**src/logic/reset_source_regs.vh**
```
// Register map, field positions and timing counts of the reset cause
// and memory remap block. Definitions only; included by bare name.
`ifndef RESET_SOURCE_REGS_VH
`define RESET_SOURCE_REGS_VH

// ==========================================================
// Register byte addresses
`define ADDR_REMAP_CTRL      32'hffff0220
`define ADDR_CAUSE_STATUS    32'hffff0230
`define ADDR_CAUSE_CLEAR     32'hffff0234

// ==========================================================
// Register select codes from the address decoder
`define SEL_NONE             2'h0
`define SEL_REMAP            2'h1
`define SEL_STATUS           2'h2
`define SEL_CLEAR            2'h3

// ==========================================================
// Reset cause status and clear fields
`define CAUSE_W              4
`define CAUSE_POR_BIT        0
`define CAUSE_WDT_BIT        1
`define CAUSE_SW_BIT         2
`define CAUSE_EXT_BIT        3
`define CAUSE_POR_VALUE      4'h1

// ==========================================================
// Remap control fields
`define REMAP_SRAM_BIT       0
`define REMAP_RESET_VALUE    1'h0

// ==========================================================
// Timing: internal reset pulse length
`define CLK_PERIOD_NS        100
`define RESET_HOLD_NS        1600
`define RESET_HOLD_CYC       ((`RESET_HOLD_NS + `CLK_PERIOD_NS - 1) / `CLK_PERIOD_NS)

`endif

```
**src/logic/level_sync2.v**
```verilog
// Two-flop level synchroniser for inputs from outside the clock domain.
// Assumes each bit is a slow level; no pulse shorter than two clocks.
`timescale 1ns/1ps

module level_sync2 #(
    parameter       WIDTH     = 1,
    parameter       RST_VALUE = 1'b0
) (
    // Clock and control
    input  wire               ref_clk_in,
    input  wire               rst_in,
    input  wire               ce_in,
    // Data
    input  wire [WIDTH-1:0]   async_in,
    output wire [WIDTH-1:0]   sync_out
);

    reg [WIDTH-1:0] meta_r;
    reg [WIDTH-1:0] sync_r;

    // ==========================================================
    // Synchroniser stages
    // First stage is read only by the second one
    always @(posedge ref_clk_in) begin
        if (rst_in) begin
            meta_r <= {WIDTH{RST_VALUE}};
            sync_r <= {WIDTH{RST_VALUE}};
        end else if (ce_in) begin
            meta_r <= async_in;
            sync_r <= meta_r;
        end
    end

    assign sync_out = sync_r;

endmodule // level_sync2

```
**src/logic/reset_source_and_remap.v**
```verilog
// Reset cause recorder, internal reset sequencer and remap control bit.
// Assumes a single-cycle register port on ref_clk_in, a watchdog pulse
// from logic on the same clock, and pins/monitor levels from outside.
//
// How it works
// - Setting remap bit 0 maps SRAM at address zero.
// - Any reset clears the remap bit so program memory sits at address zero again.
// - Four reset sources are told apart: pin, power-on, watchdog and software.
// - An external pin reset sets cause bit 3.
// - A watchdog timeout sets cause bit 1.
// - A power-on reset sets cause bit 0.
// - Writing one to cause bit 2 starts a software reset and that bit reads one.
// - Cause bits 7 to 4 always read zero.
// - A write-only clear register with the same layout clears each bit written one.
// - With the software bit set, a clear write that leaves it set resets again.
// - Every reset defaults pins and reruns boot; all but power-on keep the cause bits; only power-on resets the watchdog.
// - RAM counts as invalid after a reset that follows a serial code download.
// - With low-voltage flag checking on, RAM survives power-on only if the flag reads one.
// - The remap register holds only bit 0 read/write, bits 7 to 1 read zero, and is set up after boot.
// - Every reset restores program memory to the bottom of the map.
`timescale 1ns/1ps
`include "reset_source_regs.vh"

module reset_source_and_remap #(
    parameter       HOLD_CYCLES = `RESET_HOLD_CYC,
    parameter       CNT_W       = 8
) (
    // Clock, reset, enable
    input  wire           ref_clk_in,
    input  wire           rst_in,
    input  wire           ce_in,
    // Register port
    input  wire [31:0]    addr_in,
    input  wire           wr_in,
    input  wire           rd_in,
    input  wire [7:0]     wdata_in,
    output wire [7:0]     rdata_out,
    // Reset sources
    input  wire           ext_reset_n_in,
    input  wire           wdt_timeout_in,
    // RAM validity inputs
    input  wire           lin_download_in,
    input  wire           low_voltage_flag_enable_in,
    input  wire           low_voltage_flag_in,
    // System outputs
    output wire           sys_reset_out,
    output wire           wdt_reset_out,
    output wire           kernel_boot_out,
    output wire           remap_sram_out,
    output wire           ram_valid_out
);

    // ==========================================================
    // Sequencer states and constants
    localparam ST_RUN  = 1'b0;
    localparam ST_HOLD = 1'b1;
    localparam [31:0]      HOLD_LAST_W = HOLD_CYCLES - 1;
    localparam [CNT_W-1:0] HOLD_LAST   = HOLD_LAST_W[CNT_W-1:0];
    localparam [CNT_W-1:0] CNT_ONE     = {{(CNT_W-1){1'b0}}, 1'b1};

    // ==========================================================
    // Address decode, shared by read and write paths
    function [1:0] reg_sel;
        input [31:0] a;
        begin
            case (a)
                `ADDR_REMAP_CTRL:   reg_sel = `SEL_REMAP;
                `ADDR_CAUSE_STATUS: reg_sel = `SEL_STATUS;
                `ADDR_CAUSE_CLEAR:  reg_sel = `SEL_CLEAR;
                default:            reg_sel = `SEL_NONE;
            endcase
        end
    endfunction

    // ==========================================================
    // Declarations
    reg                  state_r,      state_nxt;
    reg [CNT_W-1:0]      cnt_r,        cnt_nxt;
    reg [`CAUSE_W-1:0]   cause_r,      cause_nxt;
    reg                  remap_r,      remap_nxt;
    reg                  por_r,        por_nxt;
    reg                  lin_pend_r,   lin_pend_nxt;
    reg                  ram_valid_r,  ram_valid_nxt;
    reg                  boot_r,       boot_nxt;
    reg                  sys_reset_r,  sys_reset_nxt;
    reg                  wdt_reset_r,  wdt_reset_nxt;
    reg [7:0]            rdata_r,      rdata_nxt;
    reg                  sw_req;
    reg                  ext_evt;
    reg                  wdt_evt;
    wire [1:0]           sel;
    wire [2:0]           pins_sync;

    assign sel = reg_sel(addr_in);

    // ==========================================================
    // Pin and monitor synchronisers
    // Pin idles high, so it resets to the inactive level
    level_sync2 #(
        .WIDTH     (3),
        .RST_VALUE (1'b0)
    ) u_pin_sync (
        .ref_clk_in (ref_clk_in),
        .rst_in     (rst_in),
        .ce_in      (ce_in),
        .async_in   ({low_voltage_flag_in, low_voltage_flag_enable_in, ~ext_reset_n_in}),
        .sync_out   (pins_sync)
    );

    // ==========================================================
    // Next-state logic
    always @* begin
        state_nxt     = state_r;
        cnt_nxt       = cnt_r;
        cause_nxt     = cause_r;
        remap_nxt     = remap_r;
        por_nxt       = por_r;
        lin_pend_nxt  = lin_pend_r | lin_download_in;
        ram_valid_nxt = ram_valid_r;
        boot_nxt      = 1'b0;
        rdata_nxt     = 8'h00;
        sw_req        = 1'b0;
        ext_evt       = pins_sync[0];
        wdt_evt       = wdt_timeout_in;

        // Register port is dead while the system is held in reset
        if (state_r == ST_RUN) begin
            if (wr_in && sel == `SEL_STATUS && wdata_in[`CAUSE_SW_BIT]) begin
                sw_req = 1'b1;
            end
            if (wr_in && sel == `SEL_CLEAR) begin
                cause_nxt = cause_r & ~wdata_in[`CAUSE_W-1:0];
                if (cause_r[`CAUSE_SW_BIT] && !wdata_in[`CAUSE_SW_BIT]) begin
                    sw_req = 1'b1;
                end
            end
            if (wr_in && sel == `SEL_REMAP) begin
                remap_nxt = wdata_in[`REMAP_SRAM_BIT];
            end
            if (rd_in) begin
                case (sel)
                    `SEL_REMAP:  rdata_nxt = {7'h00, remap_r};
                    `SEL_STATUS: rdata_nxt = {4'h0, cause_r};
                    default:     rdata_nxt = 8'h00;
                endcase
            end
        end

        // Cause capture; a set here wins over a clear in the same cycle
        if (ext_evt) begin
            cause_nxt[`CAUSE_EXT_BIT] = 1'b1;
        end
        if (wdt_evt) begin
            cause_nxt[`CAUSE_WDT_BIT] = 1'b1;
        end
        if (sw_req) begin
            cause_nxt[`CAUSE_SW_BIT] = 1'b1;
        end

        // Sequencer: any source restarts the hold period
        if (ext_evt || wdt_evt || sw_req) begin
            state_nxt     = ST_HOLD;
            cnt_nxt       = {CNT_W{1'b0}};
            remap_nxt     = `REMAP_RESET_VALUE;
            por_nxt       = por_r & (state_r == ST_HOLD);
            ram_valid_nxt = 1'b0;
        end else begin
            case (state_r)
                ST_HOLD: begin
                    if (cnt_r == HOLD_LAST) begin
                        state_nxt    = ST_RUN;
                        boot_nxt     = 1'b1;
                        lin_pend_nxt = 1'b0;
                        por_nxt      = 1'b0;
                        if (lin_pend_r) begin
                            ram_valid_nxt = 1'b0;
                        end else if (por_r) begin
                            ram_valid_nxt = pins_sync[1] & pins_sync[2];
                        end else begin
                            ram_valid_nxt = 1'b1;
                        end
                    end else begin
                        cnt_nxt = cnt_r + CNT_ONE;
                    end
                end
                default: begin
                    state_nxt = ST_RUN;
                end
            endcase
        end

        // Pins default on every reset; watchdog reset only on power-on
        sys_reset_nxt = (state_nxt == ST_HOLD);
        wdt_reset_nxt = (state_nxt == ST_HOLD) && por_nxt;
    end

    // ==========================================================
    // State registers
    // Power-on wipes the cause history; other resets keep it
    always @(posedge ref_clk_in) begin
        if (rst_in) begin
            state_r     <= ST_HOLD;
            cnt_r       <= {CNT_W{1'b0}};
            cause_r     <= `CAUSE_POR_VALUE;
            remap_r     <= `REMAP_RESET_VALUE;
            por_r       <= 1'b1;
            lin_pend_r  <= 1'b0;
            ram_valid_r <= 1'b0;
            boot_r      <= 1'b0;
            sys_reset_r <= 1'b1;
            wdt_reset_r <= 1'b1;
            rdata_r     <= 8'h00;
        end else if (ce_in) begin
            state_r     <= state_nxt;
            cnt_r       <= cnt_nxt;
            cause_r     <= cause_nxt;
            remap_r     <= remap_nxt;
            por_r       <= por_nxt;
            lin_pend_r  <= lin_pend_nxt;
            ram_valid_r <= ram_valid_nxt;
            boot_r      <= boot_nxt;
            sys_reset_r <= sys_reset_nxt;
            wdt_reset_r <= wdt_reset_nxt;
            rdata_r     <= rdata_nxt;
        end
    end

    // ==========================================================
    // Outputs, all straight from flip-flops
    assign rdata_out       = rdata_r;
    assign sys_reset_out   = sys_reset_r;
    assign wdt_reset_out   = wdt_reset_r;
    assign kernel_boot_out = boot_r;
    assign remap_sram_out  = remap_r;
    assign ram_valid_out   = ram_valid_r;

endmodule // reset_source_and_remap

```
**config.mk**
```make
export PLATFORM = sky130hd
export DESIGN_NAME = reset_source_and_remap
export DESIGN_NICKNAME = d
export VERILOG_FILES = /design/src/logic/level_sync2.v /design/src/logic/reset_source_and_remap.v
export VERILOG_INCLUDE_DIRS = /design/src /design/src/logic
export SDC_FILE = /design/constraint.sdc
export NUM_CORES = 1
export LEC_CHECK = 0
export BUFFER_PORTS_ARGS = -buffer_cell sky130_fd_sc_hd__buf_4
export CAP_MARGIN = 10
export CORE_MARGIN = 2
export CORE_UTILIZATION = 25
export DETAILED_ROUTE_END_ITERATION = 6
export PLACE_DENSITY = 0.54
export SLEW_MARGIN = 20
export SYNTH_ARGS = -nofsm -noshare
export SYNTH_HDL_FRONTEND = slang
export SYNTH_SLANG_ARGS = --single-unit
export TNS_END_PERCENT = 10
```
**constraint.sdc**
```tcl
create_clock -name ref_clk_in -period 6.68 [get_ports ref_clk_in]
set_input_delay 0.668 -clock ref_clk_in [delete_from_list [all_inputs] [get_ports ref_clk_in]]
set_output_delay 0.668 -clock ref_clk_in [all_outputs]
set_load 0.02 [all_outputs]
```
# Word level (Yosys, flattened, before mapping)
# Cells that the tools add are included.
# word_totals
word_cells	93
out_inout_bits	13
regBits	33
input_bits	50
# op_classes
add_sub_neg	1
muxes	36
bitwise_logic	7
eq_ne	12
n_reduce_logical	22
# ops
op	count
equality test 32 bit, second input constant	3
two-way mux 1 bit	27
two-way mux 8 bit	3
AND reduction 3 bit	7
two-way mux 4 bit	4
nonzero test 2 bit	6
adder 8 x 1 -> 8 bit, second input constant	1
equality test 8 x 4 -> 1 bit, second input constant	1
case mux 4 bit (2 select lines)	1
logical AND 1 bit	6
!= test 2 x 1 -> 1 bit, second input constant	3
case mux 2 bit (3 select lines)	1
AND 4 bit	1
equality test 2 bit, second input constant	2
!= test 2 bit, second input constant	2
NOT 4 bit	1
AND 1 bit	2
equality test 2 x 1 -> 1 bit, second input constant	1
logical OR 1 bit	2
NOT 1 bit	2
zero test 1 bit	1
OR 1 bit	1

# Longest topological paths before layout
# Gate-level depths: netlist of the first run.
# logic_depth
word_depth	12
mapped_depth	10
depth_no_buf	9

# Cells and area by module
# From an unflattened synthesis of the first run, not the netlist that was laid out.
# unflattened
cells_unflattened	170
hier_area_um2	1546.5
# modules_own_cells
mod	instances	seq_area_each_um2	cells_per_inst	area_per_inst_um2
reset_source_and_remap	1	460.4	151	1332.5
level_sync2	1	120.1	19	214.0

# Worst setup path after synthesis of the first run
# Ideal clock, no wire load.
# synth_path
path_type	input to register
startpoint	input port addr_in[1]
endpoint	register wdt_reset_r, in the netlist wdt_reset_out
stages	10
setup_time_ns	0.122
arrival_time_ns	2.771
slack_ns	3.787
required_time_ns	6.558
path_buffers	1
cell_sequence	nand4b_1 -> or4_1 -> nor2_1 -> nand2_1 -> ha_1 -> a211o_1 -> o221ai_4 -> buf_6 -> a211oi_1 -> a221o_1
# synth_via
elab_chain_len	12
elab_cells_between_ends	17
cone_classes	5 x eq/ne; 7 x mux; 5 x reduce/logical
# synth_lines
element	line_no	source
start: declaration	reset_source_and_remap.v:33	input wire [31:0] addr_in,
equality test 32 bit	reset_source_and_remap.v:66	case (a)
case mux 2 bit (3 select lines) (*)	reset_source_and_remap.v:66	
equality test 2 bit	n/a	
logical AND 1 bit (no line)	n/a	
logical AND 1 bit	reset_source_and_remap.v:128	if (wr_in && sel == `SEL_STATUS && wdata_in[`CAUSE_SW_BIT]) begin
two-way mux 1 bit	reset_source_and_remap.v:128	
two-way mux 1 bit	reset_source_and_remap.v:133	if (cause_r[`CAUSE_SW_BIT] && !wdata_in[`CAUSE_SW_BIT]) begin
two-way mux 1 bit (*)	reset_source_and_remap.v:131	if (wr_in && sel == `SEL_CLEAR) begin
two-way mux 1 bit (*)	reset_source_and_remap.v:127	if (state_r == ST_RUN) begin
logical OR 1 bit (*)	reset_source_and_remap.v:161	if (ext_evt || wdt_evt || sw_req) begin
two-way mux 1 bit	reset_source_and_remap.v:161	
logical AND 1 bit (*)	reset_source_and_remap.v:194	wdt_reset_nxt = (state_nxt == ST_HOLD) && por_nxt;
end signal: assignment	reset_source_and_remap.v:223	wdt_reset_r <= wdt_reset_nxt;
end: declaration	reset_source_and_remap.v:86	reg wdt_reset_r, wdt_reset_nxt;
# Mark *: on every way between the ends. The rest lies on a longest branch, timed or not.
# A chain may end at the register's enable or synchronous reset.

# Worst setup path after layout of the first run
# Ends and elaborated chain as after synthesis.

==> run_results.csv, run 1 <==
group,metric,value,unit
run_status,status,"complete, no violations",
routing,drc,0,
place,gp_congestion,0.745,
synth,dominantRegCellSynth,"dfxtp_1",
timing,rsz0062_at_grt,"no",
power,finalPower,0.000371,W
die,rows,28,
critical_path,crit_path_end_kind,"register",
routing,wl_per_cell,12.3,microns
cts,cts_setup_buffers,0,
die,io_pins,63,
die,die_h,82.4,microns
global_routing,grt_usage,12.3,%
synth,synth_area_per_cell,8.99,sq um
cts,h-tree-depth,2,
critical_path,r2r_slack,4.93,ns
synth,yosys_warnings,0,
power,vdd_ir_drop_max,0.141,mV
timing,period_needed,2.93,ns
global_routing,first_global_vias,1441,
critical_path,crit_path_cell_trace,"buf_4, nand4b_1, or4_1, nor2_1, nand2_1, ha_1, a211o_1, o221ai_4, a211oi_1, a221o_1",
cts,clk_transition_reported_paths,0.07,ns
final_layout,fin_nets,276,
cts,numCtsBuffers,5,
synth,synth_edf_count,0,
place,dpl.hpwl,2790,microns
global_routing,grt-ovfl-total,0,
cts,clock_path_buffers,2,
timing,setup_viol,0,
critical_path,path_max_fanout,14,
cts,clk_latency,0.28,ns
cts,cts_resized,0,
global_routing,grt_pass1_wl,6480,microns
cts,ctsHoldBuffers,0,
critical_path,required,6.85,ns
final_layout,diodes,0,
timing,setup_tns,0,ns
synth,ys_types,51,
timing,slew_headroom,62.7,%
min_path,holdCritStartpoint,"cause_r[0]",
timing,max_freq,341,MHz
critical_path,cp-startpoint,"addr_in[1]",
critical_path,path_buf_inv,1,
timing,final.setup_skew,0.00711,ns
job,cap_violations,0,
timing,hold_violations,0,
power,p_leak,0.831,nW
die,dieWidth,82.4,microns
global_routing,grt_max_degree,31,
critical_path,r2r-start,"cnt_r[0]",
synth,yosysSeqAreaShare,37.8,%
routing,ant_nets,0,
routing,drtIter0Drc,55,
routing,via_count,1392,
critical_path,crit_family,"compound AO/OA/AOI/OAI gates",
synth,synth_top_area_share,37.8,%
routing,firstDrtPassIters,4,
place,place_inst,290,
final_layout,drive_above_1_share,29.1,%
min_path,hold_class,"reg -> reg",
place,numPortBuffers,54,
synth,synthTopCellsByArea,"dfxtp_1 (38%), mux2i_1 (5.2%), nor2_1 (5.1%)",
timing,worst_slew_pin_slew,0.555,ns
die,die-area,6790,sq um
critical_path,startpoint_type,"primary input",
synth,async_flop_share,0,%
routing,via_per_inst,4.67,
critical_path,setup.worst_path.class,"in -> reg",
final_layout,fin_cells,298,
global_routing,antenna_found_initial,0,
synth,synth.largest_area_cell,"dfxtp_1",
critical_path,cp_slowest_stage_delay,0.47,ns
cts,numClockSinks,29,
final_layout,area_delta_synth_final,33.3,%
synth,syn-instance-count,171,
die,start_util,26.0,%
cts,clock-root-buffer,"clkbuf_8",
power,p_per_area,181,nW/um^2
synth,ys_seq_elements,29,
timing,slew_viol_final,0,
cts,cts_tree,"yes",
critical_path,slowest_stage,"or4_1",
critical_path,cp.arrival,3.10,ns
die,placeableCoreArea,5920,sq um
synth,mappedNetlistArea,1540,sq um
routing,wirelength,3680,microns
timing,period_share,43.8,%
==> cell usage in the layout, fill, tap and decap left out, types with 5 or more instances in the layout <==
cell and count:
nor3_1 5, mux2i_1 8, nand3_1 5, a21oi_1 5
a22oi_1 6, nand2_1 14, buf_4 54, dfxtp_1 29
nor2_1 21, clkbuf_8 5, nand4_1 5
==> cell usage after synthesis, types with 2 or more instances <==
| cell type | n |
|---|---|
| nand4_1 | 5 |
| o21ai_0 | 3 |
| mux2i_1 | 8 |
| a21o_1 | 2 |
| nor2b_1 | 3 |
| and2_1 | 2 |
| nand3_1 | 5 |
| buf_6 | 2 |
| and4b_1 | 2 |
| a31oi_1 | 2 |
| a21oi_1 | 5 |
| xnor2_1 | 4 |
| nor2_1 | 21 |
| a22oi_1 | 6 |
| dfxtp_1 | 29 |
| nand3b_1 | 4 |
| nor4b_1 | 2 |
| or3b_1 | 3 |
| a2111o_1 | 2 |
| clkbuf_1 | 4 |
| nand2_1 | 14 |
| a211oi_1 | 4 |
| nor3_1 | 5 |
| buf_4 | 4 |
| ha_1 | 4 |
==> routing by layer <==
| metal | vias to the layer above | routed length (microns) | part of all wire [%] | GRT usage, % |
|---|---|---|---|---|
| met1 | 628 | 1790 | 49 | 15.4 |
| met3 | 4 | 128 | 3.5 | 3.48 |
| met5 | - | 0 | 0 | 0 |
| li1 | 734 | - | - | - |
| met2 | 26 | 1740 | 47 | 20.6 |
| met4 | 0 | 26 | 0.71 | 3.50 |
==> layout make-up <==
cell class / count / area, sq um
Clock buffer: 6 / 72.6
Clock inverter: 2 / 10.0
Fill cell: 614 / 3870
Inverter: 1 / 3.75
Multi-Input combinational cell: 131 / 882
Sequential cell: 29 / 581
Tap cell: 75 / 93.8
Timing Repair Buffer: 54 / 405
==> power by group <==
group | total, W | switching (W) | internal (W)
logic | 0.0000507 | 0.0000232 | 0.0000275
clock network | 0.000139 | 0.0000671 | 0.0000720
registers | 0.000181 | 0.00000373 | 0.000177
==> state kept, by name (all words and copies together) (netlist names) <==
name                 count
sys_reset_out            1
por_r                    1
cause_r                  4
u_pin_sync.meta_r        3
remap_sram_out           1
ram_valid_out            1
lin_pend_r               1
kernel_boot_out          1
wdt_reset_out            1
rdata_out                4
u_pin_sync.sync_out      3
cnt_r                    8
==> cells by family (layout without fill, tap and decap cells) <==
group                    count (synthesis)  count (layout)  share of synthesized area (%)
AO/OA/AOI/OAI                           35              35                           18.4
XOR/XNOR                                 4               4                           2.28
adder cells (fa/ha/maj)                  4               4                           3.26
buffers and inverters                   14              63                           5.54
flip-flops                              29              29                           37.8
multiplexers                             8               8                           5.21
other                                    1               4                          0.244
AND/OR/NAND/NOR                         76              76                           27.3
==> path summary, 6_finish.rpt <==
check / to / cells past startpoint
max: wdt_reset_out / 10
min: cause_r[0] / 1
max reg2reg: cnt_r[7] / 5
min reg2reg: cause_r[0] / 1
==> worst reg2reg max path: cells and delay by family, from the launching register on <==
kind	cells	cell delay (ns)
compound gates	2	0.68
mux	1	0.21
fa+ha+maj	1	0.22
flops	1	0.33
simple gates	1	0.24
==> through the flow <==
| step | instance area (sq um) | utilization, % | setup WS (ns) | hold slack [ns] |
|---|---|---|---|---|
| after floorplan | 1550 | - | 3.79 | 0.427 |
| after global placement | 1970 | 33.2 | 3.44 | 0.439 |
| after detailed placement | 1970 | 33.2 | 3.41 | 0.443 |
| after CTS | 2050 | 34.6 | 3.72 | 0.458 |
| after global routing | 2050 | 34.6 | 3.52 | 0.471 |
| final | 2050 | 34.6 | 3.75 | 0.456 |
Note: power is estimated with default switching activity, not from simulation.
==> run 2: changes to the inputs <==
PLACE_DENSITY = 0.56   (was 0.54)
clock period = 2.5 ns   (was 6.68 ns; I/O delays follow)
==> run 2 against run 1 <==
Compared with the run above: hold slack lost 0.31 ns; routed wire length grew 5.2%; die area is the same; via count grew 6.5%; largest power group unchanged; first-iteration DRC count shrank 16%; power grew to 2.9 times the previous value; sequential power grew to 2.7 times the previous value; register-to-register slack lost 4.3 ns; combinational power grew to 2.9 times the previous value; largest cell class unchanged; global-route usage shrank 0.51 points; critical path depth is the same.
==> run_results.csv, run 2 (synthesized netlist as in run 1, its figures left out) <==
group,metric,value,unit
run_status,status,"complete, no violations",
timing,finalWorstSetupSlack,0.0999,ns
final_layout,area_delta_synth_final,40.8,%
critical_path,cp.arrival,2.62,ns
final_layout,drive_above_1_share,33.0,%
cts,cts_tree,"yes",
global_routing,grt_util_met3,3.59,%
die,start_util,26.0,%
global_routing,grt_max_degree,31,
routing,ant_nets,0,
cts,numClockSinks,29,
job,cap_violations,0,
critical_path,path_max_fanout,5,
routing,wl_per_cell,12.7,microns
die,die_h,82.4,microns
routing,via_count,1482,
place,place_area,2010,sq um
final_layout,largest_reg_flops,8,
die,io_pins,63,
cts,clk_transition_reported_paths,0.06,ns
timing,slew_headroom,57.3,%
critical_path,crit_path_end_kind,"register",
timing,worst_slew_pin_slew,0.635,ns
min_path,worstHoldPathCells,2,
critical_path,startpoint_type,"primary input",
timing,hold_violations,0,
final_layout,diodes,0,
place,dpl.hpwl,2760,microns
cts,ctsHoldBuffers,0,
timing,period_share,96.0,%
timing,period_needed,2.40,ns
routing,firstDrtPassIters,4,
timing,rsz0062_at_grt,"no",
cts,h-tree-depth,2,
global_routing,grt.met2_usage,19.7,%
die,die-area,6790,sq um
final_layout,top_register,"cnt_r",
global_routing,grt_pass1_wl,6090,microns
place,numPortBuffers,54,
global_routing,first_global_vias,1410,
power,p_per_area,494,nW/um^2
cts,cts_resized,0,
die,rows,28,
timing,max_freq,417,MHz
cts,clk_latency,0.28,ns
final_layout,final_common_cell,"buf_4",
min_path,hold_class,"in -> reg",
final_layout,fin_area,2160,sq um
timing,slew_viol_final,0,
die,dieWidth,82.4,microns
routing,drc,0,
final_layout,final_cell_mix,"buf_4 (60), dfxtp_1 (29), nor2_1 (20), nand2_1 (14), mux2i_1 (8)",
cts,clock_path_buffers,2,
timing,setup_viol,0,
place,post-place-ws,-0.250,ns
power,p_leak,0.872,nW
global_routing,antenna_found_initial,0,
global_routing,grt_usage,11.8,%
cts,cts_setup_buffers,0,
timing,final.setup_skew,0.00409,ns
die,placeableCoreArea,5920,sq um
global_routing,grt-ovfl-total,0,
critical_path,setup.worst_path.class,"in -> reg",
global_routing,grt-busiest-layer,"met2",
critical_path,reg2reg_depth,4,
critical_path,required,2.72,ns
global_routing,grt.met1_usage,14.2,%
timing,setup_tns,0,ns
routing,wirelength,3870,microns
routing,via_per_inst,4.86,
final_layout,fillCellCount,623,
place,gp_congestion,0.711,
final_layout,fin_nets,283,
routing,drtIter0Drc,46,
power,vdd_ir_drop_max,0.313,mV
cts,numCtsBuffers,5,
cts,clock-root-buffer,"clkbuf_8",
[run 2: final cells by class]
| class | instances | area (sq um) | share of cell area [%] |
|---|---|---|---|
| repair buffers | 60 | 450 | 20.8 |
| inverters | 1 | 3.75 | 0.174 |
| flip-flops and latches | 29 | 581 | 26.8 |
| clock buffers | 7 | 96.3 | 4.45 |
| well taps | 75 | 93.8 | 4.34 |
| multi-input cells | 132 | 933 | 43.1 |
| clock inverters | 1 | 5.00 | 0.231 |
[run 2: critical path, cell delays in order]
cell and delay (ns):
buf_4 0.10, nand4b_1 0.14, or4_1 0.49, nor2_2 0.16, nand2_1 0.08, ha_1 0.25, a211o_4 0.39, o221ai_4 0.24
or3b_1 0.37, mux2i_1 0.13
[run 2: routing by layer]
metal | wire, microns | vias to the layer above
li1 | - | 744
met5 | 0 | -
met4 | 63 | 0
met2 | 1760 | 41
met3 | 199 | 7
met1 | 1850 | 690
[run 2: per-stage QoR]
stage	utilization, %	std cells	total power [W]	hold slack (ns)
2_1_floorplan	-	174	0.000567	0.349
3_3_place_gp	34.0	296	0.000635	0.438
3_5_place_dp	34.0	296	0.000637	0.442
4_1_cts	35.7	304	0.00107	0.139
5_1_grt	36.5	305	0.00112	0.149
6_report	36.5	305	0.00107	0.147
[run 2: power by group]
part / switching (W) / internal [W] / total [W]
Clock: 0.000187 / 0.000249 / 0.000436
Sequential: 0.0000104 / 0.000474 / 0.000484
Combinational: 0.0000680 / 0.0000807 / 0.000149
Total: 0.000265 / 0.000803 / 0.00107
[run 2: path summary, 6_finish.rpt]
| kind | start | endpoint | slack [ns] |
|---|---|---|---|
| setup / recovery | addr_in[1] | cnt_r[2] | 0.1 |
| setup reg to reg | cnt_r[4] | wdt_reset_out | 0.67 |
| hold / removal | ext_reset_n_in | u_pin_sync.meta_r[0] | 0.15 |
| hold reg to reg | cause_r[0] | cause_r[0] | 0.47 |
==> run 3: changes to the inputs <==
CELL_PAD_IN_SITES_DETAIL_PLACEMENT = 2   (was unset)
CELL_PAD_IN_SITES_GLOBAL_PLACEMENT = 2   (was unset)
CORE_UTILIZATION = 24   (was 25)
PLACE_DENSITY = 0.81   (was 0.56)
SLEW_MARGIN = unset   (was 20)
==> run 3 against run 2 <==
Compared with the run above: critical path depth did not move; non-clock buffer count rose by 1; power rose by 0.98%; critical endpoint is now cnt_r[7]; largest cell class unchanged; largest power group unchanged.
==> run_results.csv, run 3 (synthesized netlist as in run 1, its figures left out) <==
group,metric,value,unit
routing,drtIter0Drc,34,
routing,ant_nets,0,
global_routing,grt_usage,14.3,%
power,vdd_ir_drop_max,0.263,mV
critical_path,required,2.74,ns
cts,cts_setup_buffers,0,
timing,rsz0062_at_grt,"no",
timing,setup_viol,0,
die,dieWidth,84.0,microns
run_status,status,"complete, no violations",
routing,wirelength,4960,microns
critical_path,slowest_stage,"or4_4",
final_layout,largest_reg_flops,8,
cts,numClockSinks,29,
timing,period_needed,2.34,ns
routing,wl_per_cell,16.1,microns
global_routing,grt_max_degree,31,
cts,clk_latency,0.30,ns
final_layout,diodes,0,
global_routing,first_global_vias,1676,
die,io_pins,63,
timing,hold_violations,0,
critical_path,startpoint_type,"primary input",
cts,cts_resized,0,
die,rows,29,
global_routing,grt_pass1_wl,7890,microns
timing,max_freq,427,MHz
min_path,hold_class,"in -> reg",
critical_path,crit_path_end_kind,"register",
final_layout,top_register,"cnt_r",
final_layout,fin_nets,284,
timing,final.setup_skew,0.00886,ns
routing,drc,0,
timing,worst_slew_pin_slew,0.590,ns
cts,numCtsBuffers,5,
final_layout,final_common_cell,"buf_4",
die,placeableCoreArea,6280,sq um
critical_path,cp_slowest_stage_delay,0.50,ns
place,dpl.hpwl,3610,microns
cts,clk_transition_reported_paths,0.07,ns
timing,period_share,93.6,%
final_layout,area_delta_synth_final,41.2,%
final_layout,fin_cells,308,
critical_path,crit_path_cell_trace,"buf_4, nand4b_1, or4_4, nor2_4, and2_1, ha_1, and3b_2, o221ai_2, a2111oi_2, mux2i_1",
cts,ctsHoldBuffers,0,
critical_path,path_max_fanout,4,
die,die-area,7060,sq um
final_layout,final_cell_mix,"buf_4 (61), dfxtp_1 (29), nor2_1 (20), nand2_1 (14), mux2i_1 (8)",
routing,via_per_inst,5.05,
cts,clock_path_buffers,2,
routing,via_count,1555,
global_routing,antenna_found_initial,0,
place,place_inst,299,
critical_path,cp.arrival,2.58,ns
final_layout,drive_above_1_share,34.6,%
place,numPortBuffers,54,
cts,h-tree-depth,2,
power,p_per_area,497,nW/um^2
die,start_util,24.5,%
power,p_leak,0.878,nW
timing,slew_headroom,60.4,%
timing,slew_viol_final,0,
routing,firstDrtPassIters,4,
global_routing,grt-ovfl-total,0,
cts,cts_tree,"yes",
job,cap_violations,0,
critical_path,setup.worst_path.class,"in -> reg",
place,gp_congestion,0.758,
power,finalPower,0.00108,W
cts,clock-root-buffer,"clkbuf_8",
die,die_h,84.0,microns
[run 3: critical path, delay by kind of cell]
kind / cells / cell delay [ns]
buf+inv: 1 / 0.10
fa+ha+maj: 1 / 0.21
simple gates: 5 / 1.20
compound gates: 2 / 0.59
mux: 1 / 0.21
[run 3: layout make-up]
cell class              count  area (sq um)
clock buffers               7          96.3
clock inverters             1          5.00
fillers                   716          4110
inverters                   1          3.75
multi-input cells         132           930
flip-flops and latches     29           581
well taps                  77          96.3
repair buffers             61           458
[run 3: final timing paths]
check / slack, ns / to / from / cells past startpoint
setup reg to reg: 0.64 / cnt_r[7] / sys_reset_out / 4
hold reg to reg: 0.47 / cause_r[0] / cause_r[0] / 1
setup / recovery: 0.16 / cnt_r[7] / addr_in[1] / 10
hold / removal: 0.13 / u_pin_sync.meta_r[0] / ext_reset_n_in / 2
[run 3: metrics by stage]
step / util [%] / setup TNS, ns / hold slack, ns / cell area (sq um) / setup slack (ns)
after global routing: 34.6 / 0 / 0.140 / 2170 / 0.0217
after detailed placement: 32.2 / -2.36 / 0.439 / 2020 / -0.280
after CTS: 33.8 / 0 / 0.116 / 2120 / 0.00267
final: 34.6 / 0 / 0.127 / 2170 / 0.160
after global placement: 32.2 / -0.814 / 0.434 / 2020 / -0.139
after floorplan: - / 0 / 0.349 / 1550 / 0.0250
[run 3: power by group]
| part | total, W | switching (W) | internal [W] |
|---|---|---|---|
| logic | 0.000152 | 0.0000726 | 0.0000792 |
| clock network | 0.000442 | 0.000194 | 0.000248 |
| registers | 0.000485 | 0.0000108 | 0.000474 |
| total | 0.00108 | 0.000277 | 0.000802 |
[run 3: routing by layer]
metal	track usage [%]	vias to the layer above	part of all wire, %
met3	4.85	7	6.5
met2	24.6	52	50
met5	0	-	0
met4	6.16	0	1.7
li1	-	749	-
met1	15.9	747	41
